===== config.mk =====
export PLATFORM = sky130hd
export DESIGN_NAME = ptb_ctrl
export DESIGN_NICKNAME = d
export VERILOG_FILES = /design/src/common/ptb_pkg.sv /design/src/ptb_ctrl.sv
export VERILOG_INCLUDE_DIRS = /design/src /design/src/common
export SDC_FILE = /design/constraint.sdc
export NUM_CORES = 1
export LEC_CHECK = 0
export ABC_AREA = 1
export BUFFER_PORTS_ARGS = -buffer_cell sky130_fd_sc_hd__buf_2
export CORE_MARGIN = 8
export CORE_UTILIZATION = 54
export DETAILED_ROUTE_END_ITERATION = 6
export PLACE_DENSITY = 0.84
export RECOVER_POWER = 100
export SLEW_MARGIN = 20
export SYNTH_ARGS = -nofsm -noshare
export SYNTH_HDL_FRONTEND = slang
export SYNTH_SLANG_ARGS = --single-unit

===== constraint.sdc =====
create_clock -name aclk -period 2.6 [get_ports aclk]
set_input_delay 0.39 -clock aclk [delete_from_list [all_inputs] [get_ports aclk]]
set_output_delay 0.39 -clock aclk [all_outputs]
set_load 0.005 [all_outputs]

===== src/common/ptb_params.svh =====
// register offsets, field positions and reset values for the time-base control
`ifndef PTB_PARAMS_SVH
`define PTB_PARAMS_SVH
`define PTB_OFF_SEL      4'h0
`define PTB_OFF_CTRL     4'h4
`define PTB_OFF_IRQ_STAT 4'h8
`define PTB_OFF_IRQ_CLR  4'hc
`define PTB_SEL_W        6
`define PTB_SEL_RST      6'h3f
`define PTB_SEL_GND      6'h3f
`define PTB_PIN_CNT      36
`define PTB_BIT_ON       15
`define PTB_BIT_IDLE     13
`define PTB_BIT_PEND     12
`define PTB_BIT_IEN      11
`define PTB_BIT_IMM      10
`define PTB_CTRL_WMASK   16'hac00
`endif


===== src/common/ptb_pkg.sv =====
// types shared by the time-base control block
package ptb_pkg;
    // control fields as seen by the time base
    typedef struct packed {
        logic on;         // module enable
        logic idle_halt;  // stop in idle
        logic irq_en;     // special event irq enable
        logic imm_update; // immediate period update
    } ptb_ctrl_type;
    // bus slave response codes
    typedef enum logic [1:0] {
        PTB_OKAY = 2'b00,
        PTB_SLVERR = 2'b10
    } ptb_resp_type;
endpackage : ptb_pkg


===== src/ptb_ctrl.sv =====
// time-base sync input select and control register block
//
// The placing of the registers and the AXI4-Lite interface to the registers were chosen for this implementation.
`timescale 1ns/100ps
`include "ptb_params.svh"
module ptb_ctrl (
    input wire logic aclk,                  // system clock
    input wire logic aresetn,               // sync reset, active low
    input wire logic [3:0] s_axi_awaddr,    // write address
    input wire logic s_axi_awvalid,         // write address valid
    output logic s_axi_awready,             // write address ready
    input wire logic [31:0] s_axi_wdata,    // write data
    input wire logic [3:0] s_axi_wstrb,     // write strobes
    input wire logic s_axi_wvalid,          // write data valid
    output logic s_axi_wready,              // write data ready
    output logic [1:0] s_axi_bresp,         // write response
    output logic s_axi_bvalid,              // write response valid
    input wire logic s_axi_bready,          // write response ready
    input wire logic [3:0] s_axi_araddr,    // read address
    input wire logic s_axi_arvalid,         // read address valid
    output logic s_axi_arready,             // read address ready
    output logic [31:0] s_axi_rdata,        // read data
    output logic [1:0] s_axi_rresp,         // read response
    output logic s_axi_rvalid,              // read data valid
    input wire logic s_axi_rready,          // read data ready
    input wire logic [35:0] remappable_pin, // async remappable pins
    input wire logic cpu_idle,              // cpu in idle, same clock
    input wire logic special_event,         // one-cycle event pulse
    output ptb_pkg::ptb_ctrl_type ctrl,     // control fields out
    output logic time_base_run,             // time base may count
    output logic sync_in2,                  // selected sync input
    output logic irq                        // level interrupt
);
    logic [5:0] sync_in2_pin_sel_ff;   // selector field
    logic [15:0] ctrl_ff;              // control register
    logic irq_stat_ff;                 // sticky special event status
    logic [35:0] pin_meta_ff;          // synchroniser stage one
    logic [35:0] pin_sync_ff;          // synchroniser stage two
    logic sync_in2_ff;                 // registered mux output
    logic aw_got_ff;                   // write address held
    logic w_got_ff;                    // write data held
    logic [3:0] awaddr_ff;             // captured write address
    logic [31:0] wdata_ff;             // captured write data
    logic [3:0] wstrb_ff;              // captured strobes
    logic bvalid_ff;                   // response pending
    logic [1:0] bresp_ff;              // response code
    logic rvalid_ff;                   // read data pending
    logic [31:0] rdata_ff;             // read data
    logic [1:0] rresp_ff;              // read response code
    logic wr_fire;                     // both halves present
    logic clr_pend;                    // software clears status

    // merge byte strobes into a 16-bit register value
    function automatic logic [15:0] strb_merge(input logic [15:0] old,
                                               input logic [31:0] d,
                                               input logic [3:0] s);
        strb_merge = old;
        if (s[0]) strb_merge[7:0] = d[7:0];
        if (s[1]) strb_merge[15:8] = d[15:8];
    endfunction : strb_merge

    // address decode shared by both read and write paths
    function automatic logic addr_ok(input logic [3:0] a);
        addr_ok = (a == `PTB_OFF_SEL) || (a == `PTB_OFF_CTRL) ||
                  (a == `PTB_OFF_IRQ_STAT) || (a == `PTB_OFF_IRQ_CLR);
    endfunction : addr_ok

    // write channels are taken independently, one write in flight
    assign s_axi_awready = !aw_got_ff && !bvalid_ff;
    assign s_axi_wready = !w_got_ff && !bvalid_ff;
    assign wr_fire = aw_got_ff && w_got_ff && !bvalid_ff;
    assign s_axi_bvalid = bvalid_ff;
    assign s_axi_bresp = bresp_ff;
    assign s_axi_arready = !rvalid_ff;
    assign s_axi_rvalid = rvalid_ff;
    assign s_axi_rdata = rdata_ff;
    assign s_axi_rresp = rresp_ff;

    // capture address and data halves in either order
    always_ff @(posedge aclk) begin
        if (!aresetn) begin
            aw_got_ff <= 1'b0;
            w_got_ff <= 1'b0;
            awaddr_ff <= 4'h0;
            wdata_ff <= 32'h0;
            wstrb_ff <= 4'h0;
        end else begin
            if (s_axi_awvalid && s_axi_awready) begin
                aw_got_ff <= 1'b1;
                awaddr_ff <= s_axi_awaddr;
            end else if (wr_fire) begin
                aw_got_ff <= 1'b0;
            end
            if (s_axi_wvalid && s_axi_wready) begin
                w_got_ff <= 1'b1;
                wdata_ff <= s_axi_wdata;
                wstrb_ff <= s_axi_wstrb;
            end else if (wr_fire) begin
                w_got_ff <= 1'b0;
            end
        end
    end

    // write response, error for unmapped offsets
    always_ff @(posedge aclk) begin
        if (!aresetn) begin
            bvalid_ff <= 1'b0;
            bresp_ff <= ptb_pkg::PTB_OKAY;
        end else if (wr_fire) begin
            bvalid_ff <= 1'b1;
            bresp_ff <= addr_ok(awaddr_ff) ? ptb_pkg::PTB_OKAY
                                           : ptb_pkg::PTB_SLVERR;
        end else if (s_axi_bready) begin
            bvalid_ff <= 1'b0;
        end
    end

    // selector register, only the low six bits exist
    always_ff @(posedge aclk) begin
        if (!aresetn) begin
            sync_in2_pin_sel_ff <= `PTB_SEL_RST;
        end else if (wr_fire && awaddr_ff == `PTB_OFF_SEL &&
                     wstrb_ff[0]) begin
            sync_in2_pin_sel_ff <= wdata_ff[5:0];
        end
    end

    // control register; the pending bit is kept apart as sticky status
    always_ff @(posedge aclk) begin
        if (!aresetn) begin
            ctrl_ff <= 16'h0000;
        end else if (wr_fire && awaddr_ff == `PTB_OFF_CTRL) begin
            ctrl_ff <= strb_merge(ctrl_ff, wdata_ff, wstrb_ff) &
                       `PTB_CTRL_WMASK;
        end
    end

    // software clears pending by writing one to the clear register
    assign clr_pend = wr_fire && awaddr_ff == `PTB_OFF_IRQ_CLR &&
                      wstrb_ff[0] && wdata_ff[0];

    // sticky special event status; a new event beats a clear
    always_ff @(posedge aclk) begin
        if (!aresetn) begin
            irq_stat_ff <= 1'b0;
        end else if (special_event) begin
            irq_stat_ff <= 1'b1;
        end else if (clr_pend) begin
            irq_stat_ff <= 1'b0;
        end
    end

    // read path, one outstanding read; clear register reads as zero
    always_ff @(posedge aclk) begin
        if (!aresetn) begin
            rvalid_ff <= 1'b0;
            rdata_ff <= 32'h0;
            rresp_ff <= ptb_pkg::PTB_OKAY;
        end else if (s_axi_arvalid && s_axi_arready) begin
            rvalid_ff <= 1'b1;
            rresp_ff <= addr_ok(s_axi_araddr) ? ptb_pkg::PTB_OKAY
                                              : ptb_pkg::PTB_SLVERR;
            case (s_axi_araddr)
                `PTB_OFF_SEL:
                    rdata_ff <= {26'h0, sync_in2_pin_sel_ff};
                `PTB_OFF_CTRL: rdata_ff <= {16'h0, ctrl_ff[15:13],
                                            irq_stat_ff, ctrl_ff[11:0]};
                `PTB_OFF_IRQ_STAT: rdata_ff <= {31'h0, irq_stat_ff};
                default: rdata_ff <= 32'h0;
            endcase
        end else if (s_axi_rready) begin
            rvalid_ff <= 1'b0;
        end
    end

    // pins are asynchronous, two flops before the selector sees them
    always_ff @(posedge aclk) begin
        if (!aresetn) begin
            pin_meta_ff <= 36'h0;
            pin_sync_ff <= 36'h0;
        end else begin
            pin_meta_ff <= remappable_pin;
            pin_sync_ff <= pin_meta_ff;
        end
    end

    // selector mux; unused codes other than all ones also read low
    always_ff @(posedge aclk) begin
        if (!aresetn) begin
            sync_in2_ff <= 1'b0;
        end else if (sync_in2_pin_sel_ff == `PTB_SEL_GND) begin
            sync_in2_ff <= 1'b0;
        end else if (sync_in2_pin_sel_ff < 6'(`PTB_PIN_CNT)) begin
            sync_in2_ff <= pin_sync_ff[sync_in2_pin_sel_ff];
        end else begin
            sync_in2_ff <= 1'b0;
        end
    end
    assign sync_in2 = sync_in2_ff;

    // control fields and run gating; idle halt only matters when on
    assign ctrl.on = ctrl_ff[`PTB_BIT_ON];
    assign ctrl.idle_halt = ctrl_ff[`PTB_BIT_IDLE];
    assign ctrl.irq_en = ctrl_ff[`PTB_BIT_IEN];
    assign ctrl.imm_update = ctrl_ff[`PTB_BIT_IMM];
    assign time_base_run = ctrl_ff[`PTB_BIT_ON] &&
                           !(ctrl_ff[`PTB_BIT_IDLE] && cpu_idle);
    assign irq = irq_stat_ff && ctrl_ff[`PTB_BIT_IEN];
endmodule : ptb_ctrl


# ---- After elaboration in Yosys (flattened, before gate mapping)
# Cells that the tools add are included.
dict set report word_totals {
  word_cells 77
  inputBits 89
  register_bits 146
  out_inout_bits 48
}
dict set report classes {
  eq_ne 7
  n_lt_le_gt_ge 2
  muxes 14
  bitwise_logic 2
  reduce_logical 36
}
# op count
set ops {}
lappend ops {{$pmux 16 s3} 1}
lappend ops {{$eq 4x4->1 const B} 4}
lappend ops {{$logic_and 1x1->1} 16}
lappend ops {{$mux 1} 10}
lappend ops {{$reduce_bool 2->1} 5}
lappend ops {{$eq 4x3->1 const B} 2}
lappend ops {{$logic_not 4->1} 2}
lappend ops {{$lt 6x7->1 const B} 1}
lappend ops {{$bmux 1 s6} 1}
lappend ops {{$eq 6x6->1 const B} 1}
lappend ops {{$logic_or 1x1->1} 6}
lappend ops {{$lt 6x6->1 const B} 1}
lappend ops {{$logic_not 1->1} 5}
lappend ops {{$mux 2} 2}
lappend ops {{$reduce_or 3->1} 1}
lappend ops {{$not 1->1} 2}
lappend ops {{$reduce_and 2->1} 1}

# ---- Depth between registers and ports, before layout
# Gate-level depths: netlist (run 1).
dict set report logic_depth {
  word_depth 7
  ltp_mapped 10
  mapped_depth_nobuf 9
}

# ---- Least setup slack after synthesis (run 1)
# OpenSTA, ideal clock, no wires.
dict set report synth_timing {
  path_kind {in2reg}
  startpoint {in s_axi_araddr[1]}
  endpoint {reg rdata_ff[10], in the netlist s_axi_rdata[10]}
  path_slack_ns 1.421
  cell_stages 5
  path_buffers 0
  arrival_ns 1.109
  path_cell_list {nor2_1 -> inv_1 -> nor3_1 -> nand2_1 -> a21oi_1}
}
dict set report synth_between {
  elab_chain_len 2
}
# item line_no
set synth_lines {}
lappend synth_lines {{from (decl)} ptb_ctrl.sv:19} ;# input wire logic [3:0] s_axi_araddr,
lappend synth_lines {{$eq 4x4->1 (tied with other cells)} ptb_ctrl.sv:163} ;# case (s_axi_araddr)
lappend synth_lines {{$pmux 16 s3 (*)} ptb_ctrl.sv:163}
lappend synth_lines {{to (signal assigned)} ptb_ctrl.sv:165} ;# rdata_ff <= {26'h0, sync_in2_pin_sel_ff};
lappend synth_lines {{to (signal assigned)} ptb_ctrl.sv:166} ;# `PTB_OFF_CTRL: rdata_ff <= {16'h0, ctrl_ff[15:13],
lappend synth_lines {{to (signal assigned)} ptb_ctrl.sv:168} ;# `PTB_OFF_IRQ_STAT: rdata_ff <= {31'h0, irq_stat_ff};
lappend synth_lines {{to (decl)} ptb_ctrl.sv:48} ;# logic [31:0] rdata_ff;
# Every way passes the cells marked *; elsewhere a longest branch is shown, timed or not.
# A chain may end at the register's enable or synchronous reset.

# ---- Final worst setup path (run 1)
dict set report layout_timing {
  startpoint {reg sync_in2_pin_sel_ff[1]}
  endpoint {reg sync_in2_ff, in the netlist sync_in2}
}
dict set report layout_between {
  elab_chain_len 3
}
# item line_no
set layout_lines {}
lappend layout_lines {{from (decl)} ptb_ctrl.sv:34} ;# logic [5:0] sync_in2_pin_sel_ff;
lappend layout_lines {{from (signal assigned)} ptb_ctrl.sv:121} ;# sync_in2_pin_sel_ff <= `PTB_SEL_RST;
lappend layout_lines {{from (signal assigned)} ptb_ctrl.sv:124} ;# sync_in2_pin_sel_ff <= wdata_ff[5:0];
lappend layout_lines {{parallel branches: the longest is 3 deep, another holds $bmux 1 s6} -}
lappend layout_lines {{to (signal assigned)} ptb_ctrl.sv:194} ;# sync_in2_ff <= pin_sync_ff[sync_in2_pin_sel_ff];
lappend layout_lines {{to (decl)} ptb_ctrl.sv:39} ;# logic sync_in2_ff;
# Several ways; the timed one is not identified. The select of a mux whose other input is x is not followed.

==> qor.yml, run 1 <==
critical_path:
  crit_cells: 8
  critical-path-top-delay-family: "flip-flops"
  crit_path_end: "sync_in2$_SDFF_PP0_"
  crit_path_max_incr_delay_ps: 560
  end_kind: "register"
  worstPathCellList: "clkinv_1, nand3_1, nand3_1, nand2_1, nor2_1, nand2_1, nand3_1, a21oi_1"
  slowest_stage: "dfxtp_1"
  reg2reg_to: "sync_in2$_SDFF_PP0_"
  r2r-start: "sync_in2_pin_sel_ff[1]$_SDFFE_PN1P_"
  reg2reg_depth: 8
  required_ps: 3030
  rrSetupSlack_ps: 910
  worstPathMaxFanout: 11
  worstSetupStartpointType: "register"
  cp.arrival_ps: 2120
  worst-path-buf-inv: 1
  crit_type: "reg -> reg"
  crit_start: "sync_in2_pin_sel_ff[1]$_SDFFE_PN1P_"
  cp_common_cell: "nand3_1"
logic_synthesis:
  post-synth-top-count-cell: "nand2_1"
  async_flop_share_pct: 0
  synth_seq_area_share_pct: 55.1
  ys.flop_type: "dfxtp_1"
  yosys.area.top_type_share_pct: 55.1
  syn_inst: 556
  synth_area_leaders: "dfxtp_1 (55%), nand2_1 (13%), inv_1 (9.1%)"
  syn_avg_cell_area_sq_um: 7.64
  synth_edf_count: 0
  netlist_area_sq_um: 4250
  ys_ff_latch: 117
  synth_top_area_cell: "dfxtp_1"
  synth_common_cells: "nand2_1 (142), dfxtp_1 (117), inv_1 (103), nor2_1 (48), o21ai_0 (36)"
  synth_cell_types: 23
  ys_warn_count: 0
global_routing:
  grt_overflow_total: 0
  grt_pass1_vias: 3533
  antenna_found_initial: 0
  grt_first_pass_wirelength_um: 14900
  grt_use_total_pct: 16.4
  grt_max_degree: 59
cts:
  clock-sinks: 117
  cts_buffers: 17
  root_buffer: "clkbuf_8"
  insertion_delay_ps: 500
  cts_htree_levels: 4
  clock_path_buffers: 2
  cts_resized: 0
  post-cts-setup-buffers: 0
  clkTransAtPathRegs_ps: 50
  cts_tree: "built"
  cts_hold_buf: 0
detailed_routing:
  dr.pass1.iters: 4
  drtIter0Drc: 177
  wl_per_cell_um: 11.6
  drt_wl_total_um: 8820
  antenna_left: 0
  routed_via_density: 4.57
  via_count: 3474
  drc_errors: 0
power_and_ir_drop:
  leakage_uw: 0.00286
  finalPower_uw: 4270
  peakVddDrop_uv: 514
  power_density_nw_per_um2: 823
floorplanning:
  die_x_um: 105
  start_util_pct: 55.3
  ios: 137
  dieArea_sq_um: 11000
  core_sq_um: 7690
  row_count: 32
  dieHeight_um: 105
run_status:
  status: "completed"
timing:
  final-max-slew-violation-count: 0
  setup_tns_ps: 0
  hold_violations: 0
  min_period_ps: 1690
  slew_headroom_pct: 40.5
  fin_skew_ps: 5.49
  clock.fmax_ghz: 0.591
  fin_crit_sh_pct: 65.1
  grt_setup_unrepaired: "false"
  worst_slew_pin_slew_ps: 892
  finalSetupViolCount: 0
place:
  io_buffers: 89
  post-dp-hpwl_um: 6180
  place_congestion: 0.799
finish:
  antennaDiodeCount: 0
  nets: 735
  fillers: 624
  syn_to_final_growth_pct: 22.1
  drive_gt1_share_pct: 15.5
flow_run:
  drv_cap: 0
min_path:
  hold_path.class: "in -> reg"
  hold_depth: 3
## kinds of logic after synthesis
kind of cell	synth area share, %
compound gates	8.81
other cells	0.0883
simple gates	20.4
flops	55.1
buf+inv	15.6
## state kept, by name, indices dropped and copies added (netlist names), 2 cells and up
name	cells
awaddr_ff	4
ctrl_ff	4
wstrb_ff	2
wdata_ff	10
pin_meta_ff	36
pin_sync_ff	36
sync_in2_pin_sel_ff	6
s_axi_rdata	11
## worst min-delay path by stage
stage,start,to,slack (ps)
2_1_floorplan,pin_meta_ff[0]$_SDFF_PN0_,pin_sync_ff[0]$_SDFF_PN0_,390
3_3_place_gp,pin_meta_ff[30]$_SDFF_PN0_,pin_sync_ff[30]$_SDFF_PN0_,400
3_5_place_dp,pin_meta_ff[8]$_SDFF_PN0_,pin_sync_ff[8]$_SDFF_PN0_,400
4_1_cts,remappable_pin[21],pin_meta_ff[21]$_SDFF_PN0_,40
5_1_grt,remappable_pin[16],pin_meta_ff[16]$_SDFF_PN0_,50
6_report,remappable_pin[21],pin_meta_ff[21]$_SDFF_PN0_,60
## cells in the final DEF (no fill, tap or decap)
master      netlist  final
nand2_1         142    142
dfxtp_1         117    117
inv_1           103    104
buf_2             3     68
nor2_1           48     49
o21ai_0          36     36
a21oi_1          24     24
nand3_1          24     24
clkbuf_1         14     24
conb_1            1     23
clkbuf_16         0     16
o211ai_1          7      7
clkinv_2          0      7
clkbuf_8          0      4
nand4_1           2      2
clkinvlp_4        0      2
a21boi_0          1      1
nor3_1            1      1
nor3_2            1      1
clkinv_1          1      1
o21a_1            1      1
inv_2             2      1
o22ai_1           1      1
bufinv_16         0      1
buf_4            24      1
buf_12            0      1
## final cells by class
type | instances | area (sq um) | area share (%)
Clock buffer | 22 | 463 | 8.93
Clock inverter | 10 | 80.1 | 1.54
Inverter | 106 | 398 | 7.67
Multi-Input combinational cell | 312 | 1330 | 25.5
Sequential cell | 117 | 2340 | 45.2
Tap cell | 102 | 128 | 2.46
Timing Repair Buffer | 92 | 450 | 8.69
## worst reg2reg max path, cell delays in order, from the launching register on
cell and delay [ps]:
dfxtp_1 560, clkinv_1 380, nand3_1 210, nand3_1 100
nand2_1 70, nor2_1 50, nand2_1 50, nand3_1 70
a21oi_1 130
## through the flow
| step | instance area, sq um | cells | utilization, % | setup slack, ps | hold slack, ps |
|---|---|---|---|---|---|
| global placement | 4680 | 729 | 60.8 | 983 | 399 |
| global route | 5190 | 761 | 67.5 | 734 | 49.8 |
| CTS | 5220 | 761 | 67.9 | 910 | 43.1 |
| detailed placement | 4680 | 729 | 60.8 | 941 | 401 |
| finish | 5190 | 761 | 67.5 | 909 | 62.2 |
| floorplan | 4330 | 578 | - | 1420 | 390 |
## power by group
| part | total [uW] | switching [uW] | internal (uW) | leakage (uW) |
|---|---|---|---|---|
| Sequential | 1930 | 40.9 | 1890 | 0.000966 |
| Combinational | 258 | 156 | 102 | 0.00162 |
| Clock | 2070 | 749 | 1330 | 0.000270 |
| Total | 4270 | 945 | 3320 | 0.00286 |
## routing by layer
metal | share of wire (%) | GRT usage (%) | vias up | wire length, um
met1 | 40 | 16.4 | 1560 | 3550
met4 | 2.5 | 9.28 | 0 | 223
met2 | 52 | 28.5 | 87 | 4560
met3 | 5.5 | 6.63 | 21 | 489
li1 | - | - | 1806 | -
met5 | 0 | 0 | - | 0
Note: power is estimated with default switching activity, not from simulation.
==> run 2, diff against run 1 <==
--- a/config.mk
+++ b/config.mk
@@ -6,12 +6,12 @@
 export SDC_FILE = /design/constraint.sdc
 export NUM_CORES = 1
 export LEC_CHECK = 0
-export ABC_AREA = 1
+export ABC_AREA = 0
 export BUFFER_PORTS_ARGS = -buffer_cell sky130_fd_sc_hd__buf_2
 export CORE_MARGIN = 8
-export CORE_UTILIZATION = 54
+export CORE_UTILIZATION = 45
 export DETAILED_ROUTE_END_ITERATION = 6
-export PLACE_DENSITY = 0.84
+export PLACE_DENSITY = 0.75
 export RECOVER_POWER = 100
 export SLEW_MARGIN = 20
 export SYNTH_ARGS = -nofsm -noshare
==> constraint.sdc (replaced) <==
create_clock -name aclk -period 1.4 [get_ports aclk]
set_input_delay 0.21 -clock aclk [delete_from_list [all_inputs] [get_ports aclk]]
set_output_delay 0.21 -clock aclk [all_outputs]
set_load 0.005 [all_outputs]
==> run 2 against run 1 <==
  * The flow now finishes with violations (negative setup slack)
  * Critical path type is now reg -> out
  * Synthesized cell count fell by 31%
  * Via count fell by 10%
  * Clock skew rose by 5.3 ps
  * Flip-flop and latch count did not move
  * Hold slack got worse by 53 ps
  * Critical endpoint is now s_axi_wready
  * First-iteration DRC count fell by 26%
==> qor.yml, run 2 <==
min_path:
  hp-start: "s_axi_awaddr[1]"
  hold_path.class: "in -> reg"
  hold_depth: 3
  worstHoldEndpoint: "awaddr_ff[1]$_SDFFE_PN0P_"
critical_path:
  worstPathMaxFanout: 5
  reg2reg_depth: 4
  crit_type: "reg -> out"
  cp.arrival_ps: 1240
  rrSetupSlack_ps: -40
  worstPathCellList: "buf_6, nor2_1, buf_2"
  worstSetupStartpointType: "register"
  crit_path_max_incr_delay_ps: 320
  r2r-start: "sync_in2_pin_sel_ff[0]$_SDFFE_PN1P_"
  end_kind: "output pin"
  reg2reg_to: "sync_in2$_SDFF_PP0_"
  required_ps: 1190
  slowest_stage: "dfxtp_1"
finish:
  layout_commonest_cell: "dfxtp_1"
  layout_common_cells: "dfxtp_1 (114), buf_2 (75), dlygate4sd3_1 (55)"
  drive_gt1_share_pct: 25.2
  fillers: 690
  syn_to_final_growth_pct: 38.9
  stdcell_area_sq_um: 5850
  antennaDiodeCount: 0
  ff_latch_area_sq_um: 2350
  multi_input_area_sq_um: 1660
  nets: 632
cts:
  cts_buffers: 17
  clkTransAtPathRegs_ps: 60
  clock-sinks: 117
  cts_htree_levels: 4
  insertion_delay_ps: 510
  root_buffer: "clkbuf_8"
  cts_tree: "built"
  clock_path_buffers: 2
global_routing:
  antenna_found_initial: 0
  grt_first_pass_wirelength_um: 15200
  grt_overflow_total: 0
  grt_max_degree: 44
  grt_pass1_vias: 3260
  grt_use_total_pct: 15.2
timing:
  fin_crit_sh_pct: 104
  hold_violations: 0
  fin_ws_ps: -52.8
  final-max-slew-violation-count: 0
  grt_setup_unrepaired: "true"
  finalSetupViolCount: 2
  min_period_ps: 1450
  fin_skew_ps: 10.8
  slew_headroom_pct: 31.9
  clock.fmax_ghz: 0.688
  worst_slew_pin_slew_ps: 1020
logic_synthesis:
  ys.flop_type: "dfxtp_1"
  post-synth-top-count-cell: "dfxtp_1"
  synth_common_cells: "dfxtp_1 (117), and2_1 (76), nand2_1 (33), buf_4 (23), nor2b_1 (23)"
  synth_area_leaders: "dfxtp_1 (56%), and2_1 (11%), mux4_1 (4.4%)"
  netlist_area_sq_um: 4210
  ys_ff_latch: 117
  syn_avg_cell_area_sq_um: 10.9
  yosys.area.top_type_share_pct: 55.6
  synth_seq_area_share_pct: 55.6
  async_flop_share_pct: 0
  ys_warn_count: 0
  syn_inst: 385
  synth_cell_types: 36
  synth_top_area_cell: "dfxtp_1"
  synth_edf_count: 0
power_and_ir_drop:
  power.switching_uw: 1980
  leakage_uw: 0.00257
  peakVddDrop_uv: 874
  p_clk_share_pct: 50.1
  power.share.switching_pct: 24.1
  power_density_nw_per_um2: 1410
  pwr-share-seq_pct: 43.1
  intPower_uw: 6240
  combPwrFrac_pct: 6.9
detailed_routing:
  dr.pass1.iters: 4
  wl_per_cell_um: 14.4
  drtIter0Drc: 131
  via_count: 3110
  drc_errors: 0
  drt_wl_total_um: 9630
  routed_via_density: 4.66
  antenna_left: 0
run_status:
  violations: "negative setup slack"
  status: "complete, but fails checks"
floorplanning:
  die_x_um: 113
  dieArea_sq_um: 12700
  dieHeight_um: 113
  row_count: 35
  core_sq_um: 9150
  start_util_pct: 46.0
  ios: 137
place:
  dpl_cell_area_sq_um: 4720
  io_buffers: 89
  post-dp-hpwl_um: 5990
  place_congestion: 0.793
  pre_cts_ws_ps: -138
flow_run:
  drv_cap: 0
==> run 2: cell count changes after synthesis, moves of 4 or more <==
cell | previous run | this run
a21boi_0 | 1 | 14
a21oi_1 | 24 | 3
a22oi_1 | 0 | 10
and2_1 | 0 | 76
inv_1 | 103 | 2
mux2i_1 | 0 | 18
mux4_1 | 0 | 7
nand2_1 | 142 | 33
nand2b_1 | 0 | 4
nand3_1 | 24 | 1
nor2_1 | 48 | 6
nor2b_1 | 0 | 23
o211ai_1 | 7 | 0
o21ai_0 | 36 | 2
==> run 2: repair_timing <==
item / in CTS / in global routing
buffers inserted: 0 / 2
hold buffers: 55 / 0
cloned: 0 / 0
pin swaps: 2 / 2
setup endpoints to repair: 4 / 16
gates resized for setup: 9 / 8
endpoints found under the hold margin: 54 / 0
==> run 2: layer usage <==
layer | global-route usage (%) | wire length [um]
met5 | 0 | 0
met4 | 6.47 | 125
met3 | 7.24 | 768
met2 | 27.3 | 5040
met1 | 14.5 | 3700
==> run 2: worst max-delay path: cells and delay by family, from the launching register on <==
| family | cells | cell delay (ps) |
|---|---|---|
| and+or+nand+nor | 1 | 140 |
| buffers and inverters | 2 | 270 |
| DFF | 1 | 320 |
==> run 2: layout make-up <==
type                    count  share of cell area, %
repair buffers            162                   19.0
flip-flops and latches    117                   40.2
clock inverters            15                   2.74
clock buffers              17                   7.08
inverters                   2                  0.128
multi-input cells         243                   28.4
well taps                 111                   2.38
==> run 2: through the flow <==
step                      cells  TNS [ps]  util [%]  hold slack (ps)  power [uW]
after floorplan             407     -4.08         -              337        3900
after global placement      578      -108      51.6              416        4020
after detailed placement    578      -138      51.6              417        4040
after CTS                   665     -81.6      64.1             15.9        8280
after global routing        667      -866      63.9             37.0        8510
final                       667     -96.3      63.9             9.41        8220
==> run 2: power by group through the flow <==
stage	clock (uW)	sequential (uW)	combinational [uW]
detailed placement	0	3610	434
floorplan	0	3590	308
global route	4340	3550	622
finish	4110	3540	565
CTS	4180	3540	560
global placement	0	3600	420
==> run 2: worst max-delay path by stage <==
stage | from | to | slack, ps | cells after the start
after floorplan | sync_in2_pin_sel_ff[0]$_SDFFE_PN1P_ | sync_in2$_SDFF_PP0_ | -4 | 5
after global placement | sync_in2_pin_sel_ff[0]$_SDFFE_PN1P_ | sync_in2$_SDFF_PP0_ | -110 | 4
after detailed placement | sync_in2_pin_sel_ff[0]$_SDFFE_PN1P_ | sync_in2$_SDFF_PP0_ | -140 | 4
after CTS | sync_in2_pin_sel_ff[0]$_SDFFE_PN1P_ | sync_in2$_SDFF_PP0_ | -40 | 4
after global routing | sync_in2_pin_sel_ff[0]$_SDFFE_PN1P_ | sync_in2$_SDFF_PP0_ | -140 | 4
final | s_axi_bvalid$_SDFFE_PN0P_ | s_axi_wready | -50 | 3
==> run 2: cell families (layout without fill, tap and decap cells) <==
logic type / after synthesis / after routing / share of synthesized area (%)
other: 1 / 23 / 0.0891
muxes: 28 / 28 / 9.72
buffers and inverters: 47 / 196 / 6.72
AOI/OAI and AO/OA: 36 / 36 / 6.36
and+or+nand+nor: 156 / 156 / 21.5
DFF: 117 / 117 / 55.6
